[config.mk]
export PLATFORM = sky130hd
export DESIGN_NAME = tpc_timer
export DESIGN_NICKNAME = d
export VERILOG_FILES = /design/src/tpc_pkg.sv /design/src/tpc_edge_if.sv /design/src/tpc_edge_filter.sv /design/src/tpc_timer.sv
export SDC_FILE = /design/constraint.sdc
export NUM_CORES = 1
export LEC_CHECK = 0
export ABC_AREA = 1
export BUFFER_PORTS_ARGS = -buffer_cell sky130_fd_sc_hd__buf_2
export CORE_ASPECT_RATIO = 1.25
export CORE_UTILIZATION = 50
export CTS_CLUSTER_DIAMETER = 30
export CTS_CLUSTER_SIZE = 25
export DETAILED_ROUTE_END_ITERATION = 7
export HOLD_SLACK_MARGIN = 0.1
export PLACE_DENSITY = 0.72
export SYNTH_ARGS = -nofsm -noshare
export SYNTH_HDL_FRONTEND = slang
export SYNTH_SLANG_ARGS = --single-unit
[constraint.sdc]
create_clock -name clk_i -period 3.5 [get_ports clk_i]
set_input_delay 0.35 -clock clk_i [delete_from_list [all_inputs] [get_ports clk_i]]
set_output_delay 0.35 -clock clk_i [all_outputs]
set_load 0.01 [all_outputs]
[src/tpc_pkg.sv]
// Constants, register map and field layout of the 16-bit interval/pulse/capture timer
package tpc_pkg;

   // Byte register addresses on the memory-manipulation port
   localparam logic [15:0] ADDR_PORT_LATCH   = 16'hFF03;
   localparam logic [15:0] ADDR_CNT_LO       = 16'hFF10;
   localparam logic [15:0] ADDR_CNT_HI       = 16'hFF11;
   localparam logic [15:0] ADDR_REG_A_LO     = 16'hFF12;
   localparam logic [15:0] ADDR_REG_A_HI     = 16'hFF13;
   localparam logic [15:0] ADDR_REG_B_LO     = 16'hFF14;
   localparam logic [15:0] ADDR_REG_B_HI     = 16'hFF15;
   localparam logic [15:0] ADDR_PORT_DIR     = 16'hFF23;
   localparam logic [15:0] ADDR_MODE_CTRL    = 16'hFF60;
   localparam logic [15:0] ADDR_PRESCALER    = 16'hFF61;
   localparam logic [15:0] ADDR_CMP_CAP_CTRL = 16'hFF62;
   localparam logic [15:0] ADDR_OUT_CTRL     = 16'hFF63;

   // Reset values and word constants
   localparam logic [7:0]  PORT_DIR_RST      = 8'hFF;
   localparam logic [7:0]  BYTE_RST          = 8'h00;
   localparam logic [15:0] WORD_RST          = 16'h0000;
   localparam logic [15:0] WORD_MAX          = 16'hFFFF;
   localparam logic [15:0] WORD_ONE          = 16'h0001;

   // Timer mode control fields
   localparam int MODE_OVF_BIT   = 0;
   localparam int MODE_LSB       = 2;
   localparam int MODE_MSB       = 3;

   // Prescaler mode fields
   localparam int CLK_SEL_LSB    = 0;
   localparam int CLK_SEL_MSB    = 1;
   localparam int PRIM_EDGE_LSB  = 4;
   localparam int PRIM_EDGE_MSB  = 5;
   localparam int SEC_EDGE_LSB   = 6;
   localparam int SEC_EDGE_MSB   = 7;

   // Compare/capture control bits
   localparam int CC_A_CAPTURE   = 0;
   localparam int CC_A_TRIG_SEL  = 1;
   localparam int CC_B_CAPTURE   = 2;

   // Timer output control bits
   localparam int OUT_ENABLE     = 0;
   localparam int OUT_INV_A      = 1;
   localparam int OUT_LVL_RESET  = 2;
   localparam int OUT_LVL_SET    = 3;
   localparam int OUT_INV_B      = 4;
   localparam logic [7:0] OUT_CTRL_RD_MASK = 8'h13;

   // Shared pin positions within the port
   localparam int SHARED_PIN     = 1;
   localparam int SECONDARY_PIN  = 0;

   // Count clock dividers of the 125 MHz system clock
   localparam int CLK_DIV_BASE   = 8;
   localparam int CLK_DIV_HALF   = 16;
   localparam int CLK_DIV_FAST   = 4;

   typedef enum logic [1:0] {
      TPC_MODE_STOP    = 2'b00,
      TPC_MODE_RESTART = 2'b01,
      TPC_MODE_FREE    = 2'b10,
      TPC_MODE_CLEAR_A = 2'b11
   } tpc_mode_t;

   typedef enum logic [1:0] {
      TPC_EDGE_FALL = 2'b00,
      TPC_EDGE_RISE = 2'b01,
      TPC_EDGE_NONE = 2'b10,
      TPC_EDGE_BOTH = 2'b11
   } tpc_edge_t;

   typedef enum logic [1:0] {
      TPC_CLK_BASE = 2'b00,
      TPC_CLK_HALF = 2'b01,
      TPC_CLK_FAST = 2'b10,
      TPC_CLK_EXT  = 2'b11
   } tpc_clk_t;

endpackage

[src/tpc_edge_if.sv]
// Interface between the timer core and one input edge filter
`timescale 1ns/10ps
interface tpc_edge_if;
   logic             pin;
   logic             sample_en;
   tpc_pkg::tpc_edge_t edge_sel;
   logic             valid_edge;
   logic             inv_edge;

   modport filter (input pin, input sample_en, input edge_sel, output valid_edge, output inv_edge);
   modport core   (output pin, output sample_en, output edge_sel, input valid_edge, input inv_edge);
endinterface

[src/tpc_edge_filter.sv]
// Synchroniser, two-sample noise filter and edge selector for one timer input
`timescale 1ns/10ps
module tpc_edge_filter (
   input  wire logic  clk_i,
   input  wire logic  reset_i,
   tpc_edge_if.filter bus
);
   logic sync1_q;
   logic sync2_q;
   logic samp_q;
   logic stable_q;
   logic rise_q;
   logic fall_q;
   logic settle;

   // Level accepted only after two equal successive samples
   assign settle = bus.sample_en && (samp_q == sync2_q) && (stable_q != sync2_q);

   always_ff @(posedge clk_i or posedge reset_i) begin
      if (reset_i) begin
         sync1_q  <= 1'b0;
         sync2_q  <= 1'b0;
         samp_q   <= 1'b0;
         stable_q <= 1'b0;
         rise_q   <= 1'b0;
         fall_q   <= 1'b0;
      end else begin
         sync1_q <= bus.pin;
         sync2_q <= sync1_q;
         if (bus.sample_en) begin
            samp_q <= sync2_q;
         end
         if (settle) begin
            stable_q <= sync2_q;
         end
         rise_q <= settle && sync2_q;
         fall_q <= settle && !sync2_q;
      end
   end

   // Prohibited setting yields no edge; both edges give no inverse edge
   assign bus.valid_edge = (bus.edge_sel == tpc_pkg::TPC_EDGE_RISE) ? rise_q :
                           (bus.edge_sel == tpc_pkg::TPC_EDGE_FALL) ? fall_q :
                           (bus.edge_sel == tpc_pkg::TPC_EDGE_BOTH) ? (rise_q | fall_q) : 1'b0;
   assign bus.inv_edge   = (bus.edge_sel == tpc_pkg::TPC_EDGE_RISE) ? fall_q :
                           (bus.edge_sel == tpc_pkg::TPC_EDGE_FALL) ? rise_q : 1'b0;
endmodule // tpc_edge_filter

[src/tpc_timer.sv]
// 16-bit interval timer, pulse generator and pulse-width capture unit with port direction register
// Notes on behaviour
// Direction bit 0 output, 1 input
// Reset sets direction register to all ones
// Software sets shared pin output, latch zero
// Direction register takes bit and byte writes
// Interval mode: match A clears, raises irq
// Prescaler low bits choose count clock
// Pulse generator drives shared pin waveform
// Software keeps 0 < B < A <= max
// Period A+1, duty (B+1)/(A+1)
// Primary edge captures counter into B
// Prescaler bits 4,5 select primary edge
// Secondary edge captures into A, irq
// Edges: rising, falling or both
// Two equal samples per count clock
// Opposite primary edge captures into A
// Two-register mode uses single edge
// Both edges selected: A never captures
// Edge codes: 00 fall, 01 rise, 11 both
// Trigger select: secondary or inverse primary
// Invert bit toggles output on match
// Pulse mode toggles on both matches
// Capture flag set with captured value
`timescale 1ns/10ps
module tpc_timer #(
   parameter int DIV_BASE = tpc_pkg::CLK_DIV_BASE,
   parameter int DIV_HALF = tpc_pkg::CLK_DIV_HALF,
   parameter int DIV_FAST = tpc_pkg::CLK_DIV_FAST
) (
   input  wire logic        clk_i,
   input  wire logic        reset_i,
   input  wire logic [15:0] cpu_addr_i,
   input  wire logic        cpu_wr_i,
   input  wire logic        cpu_bit_wr_i,
   input  wire logic [2:0]  cpu_bit_idx_i,
   input  wire logic [7:0]  cpu_wdata_i,
   output logic      [7:0]  cpu_rdata_o,
   input  wire logic        primary_timer_in_i,
   input  wire logic        secondary_timer_in_i,
   output logic      [7:0]  port_pin_o,
   output logic      [7:0]  port_pin_oe_o,
   output logic      [7:0]  port_direction_o,
   output logic             irq_match_a_o,
   output logic             irq_capture_b_o
);
   logic [7:0]  port_direction_reg_q;
   logic [7:0]  port_latch_q;
   logic [7:0]  timer_mode_ctrl_q;
   logic [7:0]  prescaler_mode_reg_q;
   logic [7:0]  cmp_cap_ctrl_q;
   logic [7:0]  timer_out_ctrl_q;
   logic [15:0] main_counter_q;
   logic [15:0] cmp_cap_reg_a_q;
   logic [15:0] cmp_cap_reg_b_q;
   logic [15:0] div_cnt_q;
   logic        out_ff_q;
   logic        irq_a_q;
   logic        irq_b_q;
   logic [7:0]  rdata_q;

   tpc_edge_if eif[2] ();

   // Per-input filters: index 0 primary, 1 secondary
   genvar g;
   generate
      for (g = 0; g < 2; g++) begin : g_in
         tpc_edge_filter u_filt (
            .clk_i   (clk_i),
            .reset_i (reset_i),
            .bus     (eif[g])
         );
      end
   endgenerate

   tpc_pkg::tpc_mode_t mode;
   tpc_pkg::tpc_clk_t  clk_sel;
   tpc_pkg::tpc_edge_t prim_edge_sel;
   logic [15:0] div_limit;
   logic        div_tick;
   logic        count_tick;
   logic        running;
   logic        ext_clk;
   logic        prim_valid;
   logic        prim_inv;
   logic        sec_valid;
   logic        hit_a;
   logic        hit_b;
   logic        match_a;
   logic        match_b;
   logic        clear_a;
   logic        cap_a;
   logic        cap_b;
   logic        wrap;
   logic        timer_out;

   assign mode          = tpc_pkg::tpc_mode_t'(timer_mode_ctrl_q[tpc_pkg::MODE_MSB:tpc_pkg::MODE_LSB]);
   assign clk_sel       = tpc_pkg::tpc_clk_t'(prescaler_mode_reg_q[tpc_pkg::CLK_SEL_MSB:tpc_pkg::CLK_SEL_LSB]);
   assign prim_edge_sel = tpc_pkg::tpc_edge_t'(
                             prescaler_mode_reg_q[tpc_pkg::PRIM_EDGE_MSB:tpc_pkg::PRIM_EDGE_LSB]);
   assign running       = (mode != tpc_pkg::TPC_MODE_STOP) && (mode != tpc_pkg::TPC_MODE_RESTART);
   assign ext_clk       = (clk_sel == tpc_pkg::TPC_CLK_EXT);

   // External count clock still needs a sample rate for its own filter
   assign div_limit = (clk_sel == tpc_pkg::TPC_CLK_BASE) ? 16'(DIV_BASE - 1) :
                      (clk_sel == tpc_pkg::TPC_CLK_HALF) ? 16'(DIV_HALF - 1) : 16'(DIV_FAST - 1);
   assign div_tick  = (div_cnt_q >= div_limit);

   assign eif[0].pin       = primary_timer_in_i;
   assign eif[0].sample_en = div_tick;
   assign eif[0].edge_sel  = prim_edge_sel;
   assign eif[1].pin       = secondary_timer_in_i;
   assign eif[1].sample_en = div_tick;
   assign eif[1].edge_sel  = tpc_pkg::tpc_edge_t'(
                                prescaler_mode_reg_q[tpc_pkg::SEC_EDGE_MSB:tpc_pkg::SEC_EDGE_LSB]);

   assign prim_valid = eif[0].valid_edge;
   assign prim_inv   = eif[0].inv_edge;
   assign sec_valid  = eif[1].valid_edge;

   assign count_tick = running && (ext_clk ? prim_valid : div_tick);

   // Compare matches only while the register is in compare role
   assign hit_a   = count_tick && (main_counter_q == cmp_cap_reg_a_q);
   assign hit_b   = count_tick && (main_counter_q == cmp_cap_reg_b_q);
   assign match_a = hit_a && !cmp_cap_ctrl_q[tpc_pkg::CC_A_CAPTURE];
   assign match_b = hit_b && !cmp_cap_ctrl_q[tpc_pkg::CC_B_CAPTURE];
   assign clear_a = match_a && (mode == tpc_pkg::TPC_MODE_CLEAR_A);
   assign wrap    = count_tick && !clear_a && (main_counter_q == tpc_pkg::WORD_MAX);

   // Captures never use the input that is already the count clock
   assign cap_b = running && !ext_clk && cmp_cap_ctrl_q[tpc_pkg::CC_B_CAPTURE] && prim_valid;
   assign cap_a = running && !ext_clk && cmp_cap_ctrl_q[tpc_pkg::CC_A_CAPTURE] &&
                  (cmp_cap_ctrl_q[tpc_pkg::CC_A_TRIG_SEL] ? prim_inv : sec_valid);

   // CPU write decode
   logic       wr_dir;
   logic       wr_latch;
   logic       wr_mode;
   logic       wr_pre;
   logic       wr_cc;
   logic       wr_out;
   logic       bit_val;
   logic [7:0] bit_mask;

   assign wr_dir   = cpu_wr_i && (cpu_addr_i == tpc_pkg::ADDR_PORT_DIR);
   assign wr_latch = cpu_wr_i && (cpu_addr_i == tpc_pkg::ADDR_PORT_LATCH);
   assign wr_mode  = cpu_wr_i && (cpu_addr_i == tpc_pkg::ADDR_MODE_CTRL);
   assign wr_pre   = cpu_wr_i && !cpu_bit_wr_i && (cpu_addr_i == tpc_pkg::ADDR_PRESCALER);
   assign wr_cc    = cpu_wr_i && (cpu_addr_i == tpc_pkg::ADDR_CMP_CAP_CTRL);
   assign wr_out   = cpu_wr_i && (cpu_addr_i == tpc_pkg::ADDR_OUT_CTRL);
   assign bit_val  = cpu_wdata_i[0];
   assign bit_mask = 8'h01 << cpu_bit_idx_i;

   // Bit write touches one bit only, byte write replaces all
   function automatic logic [7:0] merge(input logic [7:0] old);
      merge = cpu_bit_wr_i ? ((old & ~bit_mask) | (bit_val ? bit_mask : 8'h00)) : cpu_wdata_i;
   endfunction

   logic [7:0] out_ctrl_new;
   assign out_ctrl_new = merge(timer_out_ctrl_q);

   always_ff @(posedge clk_i or posedge reset_i) begin
      if (reset_i) begin
         port_direction_reg_q <= tpc_pkg::PORT_DIR_RST;
         port_latch_q         <= tpc_pkg::BYTE_RST;
         timer_mode_ctrl_q    <= tpc_pkg::BYTE_RST;
         prescaler_mode_reg_q <= tpc_pkg::BYTE_RST;
         cmp_cap_ctrl_q       <= tpc_pkg::BYTE_RST;
         timer_out_ctrl_q     <= tpc_pkg::BYTE_RST;
      end else begin
         if (wr_dir) begin
            port_direction_reg_q <= merge(port_direction_reg_q);
         end
         if (wr_latch) begin
            port_latch_q <= merge(port_latch_q);
         end
         if (wr_mode) begin
            timer_mode_ctrl_q <= merge(timer_mode_ctrl_q);
         end
         if (wrap) begin
            timer_mode_ctrl_q[tpc_pkg::MODE_OVF_BIT] <= 1'b1;
         end
         if (wr_pre) begin
            prescaler_mode_reg_q <= cpu_wdata_i;
         end
         if (wr_cc) begin
            cmp_cap_ctrl_q <= merge(cmp_cap_ctrl_q);
         end
         if (wr_out) begin
            timer_out_ctrl_q <= out_ctrl_new & tpc_pkg::OUT_CTRL_RD_MASK;
         end
      end
   end

   always_ff @(posedge clk_i or posedge reset_i) begin
      if (reset_i) begin
         div_cnt_q      <= tpc_pkg::WORD_RST;
         main_counter_q <= tpc_pkg::WORD_RST;
      end else begin
         div_cnt_q <= div_tick ? tpc_pkg::WORD_RST : div_cnt_q + tpc_pkg::WORD_ONE;
         if (!running) begin
            main_counter_q <= tpc_pkg::WORD_RST;
         end else if (clear_a) begin
            main_counter_q <= tpc_pkg::WORD_RST;
         end else if (count_tick) begin
            main_counter_q <= main_counter_q + tpc_pkg::WORD_ONE;
         end
      end
   end

   // Capture wins over a CPU write in the same cycle
   always_ff @(posedge clk_i or posedge reset_i) begin
      if (reset_i) begin
         cmp_cap_reg_a_q <= tpc_pkg::WORD_RST;
         cmp_cap_reg_b_q <= tpc_pkg::WORD_RST;
         irq_a_q         <= 1'b0;
         irq_b_q         <= 1'b0;
      end else begin
         if (cap_a) begin
            cmp_cap_reg_a_q <= main_counter_q;
         end else if (cpu_wr_i && !cpu_bit_wr_i && cpu_addr_i == tpc_pkg::ADDR_REG_A_LO) begin
            cmp_cap_reg_a_q[7:0] <= cpu_wdata_i;
         end else if (cpu_wr_i && !cpu_bit_wr_i && cpu_addr_i == tpc_pkg::ADDR_REG_A_HI) begin
            cmp_cap_reg_a_q[15:8] <= cpu_wdata_i;
         end
         if (cap_b) begin
            cmp_cap_reg_b_q <= main_counter_q;
         end else if (cpu_wr_i && !cpu_bit_wr_i && cpu_addr_i == tpc_pkg::ADDR_REG_B_LO) begin
            cmp_cap_reg_b_q[7:0] <= cpu_wdata_i;
         end else if (cpu_wr_i && !cpu_bit_wr_i && cpu_addr_i == tpc_pkg::ADDR_REG_B_HI) begin
            cmp_cap_reg_b_q[15:8] <= cpu_wdata_i;
         end
         irq_a_q <= match_a || cap_a;
         irq_b_q <= match_b || cap_b;
      end
   end

   // Output flip-flop: level set/reset writes, then match toggles
   always_ff @(posedge clk_i or posedge reset_i) begin
      if (reset_i) begin
         out_ff_q <= 1'b0;
      end else if (wr_out && out_ctrl_new[tpc_pkg::OUT_LVL_SET] && !out_ctrl_new[tpc_pkg::OUT_LVL_RESET]) begin
         out_ff_q <= 1'b1;
      end else if (wr_out && out_ctrl_new[tpc_pkg::OUT_LVL_RESET] && !out_ctrl_new[tpc_pkg::OUT_LVL_SET]) begin
         out_ff_q <= 1'b0;
      end else begin
         out_ff_q <= out_ff_q ^ ((match_a && timer_out_ctrl_q[tpc_pkg::OUT_INV_A]) ^
                                 (match_b && timer_out_ctrl_q[tpc_pkg::OUT_INV_B]));
      end
   end

   assign timer_out = timer_out_ctrl_q[tpc_pkg::OUT_ENABLE] && out_ff_q;

   // Timer output is ORed onto the shared latch bit, so that latch must stay 0
   always_comb begin
      port_pin_o             = port_latch_q;
      port_pin_o[tpc_pkg::SHARED_PIN] = port_latch_q[tpc_pkg::SHARED_PIN] | timer_out;
   end
   assign port_pin_oe_o    = ~port_direction_reg_q;
   assign port_direction_o = port_direction_reg_q;

   // Registered read data, one cycle after the address
   logic [7:0] rdata_d;
   always_comb begin
      case (cpu_addr_i)
         tpc_pkg::ADDR_PORT_DIR:     rdata_d = port_direction_reg_q;
         tpc_pkg::ADDR_PORT_LATCH:   rdata_d = port_latch_q;
         tpc_pkg::ADDR_MODE_CTRL:    rdata_d = timer_mode_ctrl_q;
         tpc_pkg::ADDR_PRESCALER:    rdata_d = prescaler_mode_reg_q;
         tpc_pkg::ADDR_CMP_CAP_CTRL: rdata_d = cmp_cap_ctrl_q;
         tpc_pkg::ADDR_OUT_CTRL:     rdata_d = timer_out_ctrl_q & tpc_pkg::OUT_CTRL_RD_MASK;
         tpc_pkg::ADDR_CNT_LO:       rdata_d = main_counter_q[7:0];
         tpc_pkg::ADDR_CNT_HI:       rdata_d = main_counter_q[15:8];
         tpc_pkg::ADDR_REG_A_LO:     rdata_d = cmp_cap_reg_a_q[7:0];
         tpc_pkg::ADDR_REG_A_HI:     rdata_d = cmp_cap_reg_a_q[15:8];
         tpc_pkg::ADDR_REG_B_LO:     rdata_d = cmp_cap_reg_b_q[7:0];
         tpc_pkg::ADDR_REG_B_HI:     rdata_d = cmp_cap_reg_b_q[15:8];
         default:                    rdata_d = tpc_pkg::BYTE_RST;
      endcase
   end

   always_ff @(posedge clk_i or posedge reset_i) begin
      if (reset_i) begin
         rdata_q <= tpc_pkg::BYTE_RST;
      end else begin
         rdata_q <= rdata_d;
      end
   end

   assign cpu_rdata_o     = rdata_q;
   assign irq_match_a_o   = irq_a_q;
   assign irq_capture_b_o = irq_b_q;
endmodule // tpc_timer

Word level (Yosys, flattened, before mapping)
Cells that the tools add are included.
- word-level logic and storage cells: 177
- input port bits: 33
- register bits: 130
- output and inout bits: 34
- equal/unequal tests: 30
- magnitude comparators: 1
- reductions and logical operators: 62
- shift-type cells: 1
- add/subtract/negate cells: 2
- multiplexer cells: 35
- bitwise gates (word level): 17
- operator list (operator ; number):
    16-bit equality test (second input constant) ; 13
    16-bit two-way mux ; 6
    8-bit one-hot mux with 12 select lines ; 1
    8-bit two-way mux ; 11
    1-bit logical AND ; 40
    16-bit by 1-bit adder with 16-bit output (second input constant) ; 2
    8-bit bitwise AND ; 4
    16-bit equality test ; 2
    8-bit OR ; 4
    16-bit by 4-bit >= comparator with 1-bit output ; 1
    8-bit NOT ; 2
    1-bit two-way mux ; 14
    2-bit nonzero test ; 6
    1-bit logical NOT ; 9
    2-bit equality test (second input constant) ; 4
    4-bit two-way mux ; 2
    1-bit by 3-bit << shifter with 8-bit output (first input constant) ; 1
    2-bit by 1-bit equality test with 1-bit output (second input constant) ; 3
    2-bit logical NOT ; 3
    5-bit bitwise AND ; 1
    5-bit two-way mux ; 1
    5-bit OR ; 1
    2-bit inequality test (second input constant) ; 2
    2-bit AND reduction ; 2
    7 further kinds ; 13

Logic depth before layout (Yosys ltp)
- depth after elaboration: 13
- gate-level depth with buffers: 15

Hierarchy
A second synthesis with hierarchy kept.
- cell total of the unflattened synthesis: 935
- area total of the unflattened synthesis: 7268.2 µm²
- modules (own cells, without submodules) (module ; area an instance (µm²) ; cells each ; times used ; seq. area each (µm²)):
    tpc_timer ; 6790.3 ; 883 ; 1 ; 2962.8
    tpc_edge_filter ; 239.0 ; 26 ; 2 ; 150.1

Worst setup path before layout
Ideal clock, no wire load.
- kind: reg2reg
- start: register prescaler_mode_reg_q[1]
- end: register main_counter_q[10]
- data arrival time: 1.643 ns
- buffers on the path: 0
- required time: 3.371 ns
- cell stages (with the launch flop): 14
- path slack: 1.728 ns
- path through: dfrtp_1 inv_1 nand2_1 ha_1 nand2_1 nand2_1 nor2_1 nand4_1 nand3_1 inv_1 nand2_1 a21oi_1 o21ai_0 o21ai_0
- cells in the longest elaborated chain, start to end: 11
- elaborated cells between the ends (all ways): 14
- ends and longest elaborated chain (what ; RTL line ; text):
    start: declaration ; tpc_timer.sv:50 ; logic [7:0] prescaler_mode_reg_q;
    start signal: assignment ; tpc_timer.sv:168 ; prescaler_mode_reg_q <= tpc_pkg::BYTE_RST;
    start signal: assignment ; tpc_timer.sv:185 ; prescaler_mode_reg_q <= cpu_wdata_i;
    2-bit by 1-bit equality test with 1-bit output ; tpc_timer.sv:106 ; (clk_sel == tpc_pkg::TPC_CLK_HALF) ? 16'(DIV_HALF - 1) : 16'(DIV_FAST - 1);
    4-bit two-way mux ; tpc_timer.sv:106 ;
    4-bit two-way mux ; tpc_timer.sv:105 ; assign div_limit = (clk_sel == tpc_pkg::TPC_CLK_BASE) ? 16'(DIV_BASE - 1) :
    16-bit by 4-bit >= comparator with 1-bit output ; tpc_timer.sv:107 ; assign div_tick = (div_cnt_q >= div_limit);
    1-bit two-way mux * ; tpc_timer.sv:121 ; assign count_tick = running && (ext_clk ? prim_valid : div_tick);
    1-bit logical AND * ; tpc_timer.sv:121 ;
    1-bit logical AND ; tpc_timer.sv:124 ; assign hit_a = count_tick && (main_counter_q == cmp_cap_reg_a_q);
    1-bit logical AND ; tpc_timer.sv:126 ; assign match_a = hit_a && !cmp_cap_ctrl_q[tpc_pkg::CC_A_CAPTURE];
    1-bit logical AND ; tpc_timer.sv:128 ; assign clear_a = match_a && (mode == tpc_pkg::TPC_MODE_CLEAR_A);
    16-bit two-way mux ; tpc_timer.sv:204 ; end else if (clear_a) begin
    16-bit two-way mux ; tpc_timer.sv:202 ; if (!running) begin
    end signal: assignment ; tpc_timer.sv:203 ; main_counter_q <= tpc_pkg::WORD_RST;
    end signal: assignment ; tpc_timer.sv:205 ; main_counter_q <= tpc_pkg::WORD_RST;
    end signal: assignment ; tpc_timer.sv:207 ; main_counter_q <= main_counter_q + tpc_pkg::WORD_ONE;
    end: declaration ; tpc_timer.sv:53 ; logic [15:0] main_counter_q;
Every way passes the cells marked *; elsewhere a longest branch is shown, timed or not.
A chain may end at the register's enable or synchronous reset.

Final worst setup path
- start: register prescaler_mode_reg_q[1]
- end: register main_counter_q[11]
The elaborated chain is that of the path after synthesis.

==> impl_metrics.ini <==
[yosys]
synth_xor_area_share_pct = 1.347
synth_cell_types = 52
synth_cells = 899
ys.flop_type = dfrtp_1
yosys.area_share.simple_pct = 26.38
netlist_area_mm2 = 0.007152
ys_seq_elements = 130
synth_area_leaders = dfrtp_1, nand2_1, o21ai_0, inv_1, nand3_1
synth_fa_ha_area_share_pct = 0.6998
yosys_warnings = 0
synth_top_area_share_pct = 42.69
yosysTopAreaCell = dfrtp_1
synth_async_sr_flop_share_pct = 100.0
synth-compound-area-share_pct = 16.20
ys_seq_area_share_pct = 45.63
synthMuxAreaShare_pct = 1.347
synth_top_family_by_area = simple AND/OR/NAND/NOR gates
synth_edf_count = 0
syn_avg_cell_area_um2 = 7.955

[pwr]
p_comb_share_pct = 5.2
cellPowerDensity_mw_per_mm2 = 406.8
power.leakage_nw = 4.042
switching_share_pct = 25.56
internal-power_mw = 2.488
seq_power_share_pct = 46.2
clock_power_share_pct = 48.5
switching_power_mw = 0.8542
max-vdd-ir-drop_uv = 293.2

[placement]
io_buffers = 66
place.detailed.hpwl_mm = 16.53
place.gp.congestion = 0.9800

[timing]
final_max_slew_viol_count = 0
tightestPinTransition_ns = 1.012
setup_viol = 0
fmax_mhz = 430.0
min_period_ns = 2.326
rsz0062_at_grt = false
max_slew_margin_pct = 32.37
hold_viol = 0
fin_crit_sh_pct = 66.45
setup_tns_ns = 0
finalClockSkew_ns = 0.008080

[die]
dieArea_mm2 = 0.01479
initial_core_util_pct = 51.55
core_mm2 = 0.01387
ios = 67
die_h_um = 135.7
die-width_um = 109.0
rows = 48

[global_route]
overflow = 0
grt_first_pass_wirelength_mm = 34.69
grt_pass1_vias = 6444
grt_usage_pct = 32.04
grt_max_degree = 58
antenna_found_initial = 0

[critical_path]
r2r-start = prescaler_mode_reg_q[1]
required_ns = 3.83
critPathLaunch = prescaler_mode_reg_q[1]
endpoint_kind = flop
worst-setup-path-type = reg2reg
critPathArrivalTime_ns = 2.66
startpoint_type = flop
cp_max_fo = 11

[cells_and_area]
multi_input_area_mm2 = 0.003329
syn_to_final_growth_pct = 14.87
seq_area_mm2 = 0.003263
nets = 1015
layout_common_cells = nand2_1, dfrtp_1, inv_1, o21ai_0, buf_2
utilization_pct = 59.22
drive_gt1_share_pct = 17.26
nFillCells = 1219
final_common_cell = nand2_1

[clocking]
cts_sinks = 130
clk_latency_ns = 0.44
holdBufCountCts = 2
clock_path_buffers = 2
cts_made_buffers = 17
post-cts-setup-buffers = 0
cts-root-buf = clkbuf_16
cts_tree = built
htree_levels = 4
cts_resized = 0
path_clk_slew_ns = 0.06

[hold_path]
hold_path.class = in2async

[route]
drt_wl_total_mm = 22.01
num_vias = 6825
route.detailed.drc = 0
first_pass_iters = 5
ant_nets = 0
viasPerCell = 5.848
initialDrtViolationCount = 581
wl_per_cell_um = 18.86

[outcome]
status = finished clean

[flow_run]
drv_cap = 0
[critical path, stage by stage, from the launching register on]
cell and delay [ns]:
dfrtp_1 0.42, inv_1 0.09, nand2_1 0.05, ha_1 0.28, nand2_1 0.05, nor2_1 0.07
nor2_1 0.05, nand4_1 0.10, nand3_1 0.19, inv_1 0.33, nand2_1 0.25, a21oi_1 0.19
nand2_1 0.06, o21ai_0 0.09
[stage by stage]
stage / total power, mW / hold slack (ns) / area [um2] / instances / setup slack, ns
after floorplan: 1.677 / 0.3312 / 7193 / 909 / 1.547
after global placement: 1.743 / 0.3352 / 7655 / 1132 / 1.290
after CTS: 3.351 / 0.1760 / 8213 / 1166 / 1.225
final: 3.342 / 0.1440 / 8215 / 1167 / 1.174
after global routing: 3.440 / 0.2306 / 8213 / 1166 / 0.8959
after detailed placement: 1.744 / 0.3371 / 7655 / 1132 / 1.240
[cells in the mapped netlist (2+ instances only)]
cell type  count
o211ai_1       2
buf_6          2
a31oi_1        2
mux2_4         3
o21bai_1       2
nor2_2         9
inv_2         16
buf_2          7
xor2_1         6
nor2_1        60
buf_4          7
xnor2_1        5
o221ai_1      17
nor4_1         2
nand4_1       19
o21ai_1       23
nand3_1       47
nand2_1      239
nand2_4        5
ha_1           4
o21ai_0       76
nor2_4         4
clkbuf_1       5
nand2_2        3
mux2i_1        4
o221ai_2       8
o31ai_1       11
dfrtp_1      122
nand3b_1       4
o22ai_1       19
nand3_2        2
a21oi_1       22
nor3_1        16
dfstp_2        8
inv_1        101
[cell type report]
class,count,area share (%)
diodes,1,0.03046
clock buffers,18,5.224
multi-input cells,636,40.53
well taps,175,2.665
flip-flops and latches,130,39.72
inverters,120,5.635
clock inverters,14,1.325
repair buffers,73,4.874
[per-layer routing]
metal	part of all wire [%]	up-vias	track usage (%)
li1	-	3148	-
met1	38	3192	39.08
met2	47	394	50.45
met3	8.3	91	7.600
met4	6.1	0	20.50
met5	0	-	0
[cells by family (layout without fill, tap and decap cells)]
group / count (synthesis) / in the layout
buffers and inverters: 143 / 225
DFF: 130 / 130
other: 1 / 12
muxes: 8 / 8
xor gates and xnor gates: 11 / 11
adders and majority gates: 4 / 4
AOI/OAI and AO/OA: 186 / 186
and+or+nand+nor: 416 / 416
[final timing paths]
kind | cells past startpoint | to | slack (ns)
setup / recovery | 13 | main_counter_q[11] | 1.17
hold / removal | 2 | div_cnt_q[15] | 0.14
setup reg to reg | 13 | main_counter_q[11] | 1.17
hold reg to reg | 0 | g_in[1].u_filt.sync2_q | 0.35
max in group asynchronous | 3 | irq_capture_b_o | 2.48
min in group clk_i | 3 | prescaler_mode_reg_q[3] | 0.26
[power groups by stage]
| stage | sequential [mW] | clock (mW) | combinational [mW] |
|---|---|---|---|
| floorplan | 1.57 | 0 | 0.108 |
| global placement | 1.57 | 0 | 0.172 |
| detailed placement | 1.57 | 0 | 0.173 |
| CTS | 1.54 | 1.63 | 0.175 |
| global route | 1.55 | 1.69 | 0.199 |
| finish | 1.54 | 1.62 | 0.175 |
No activity file was read; power rests on OpenSTA's default activity.
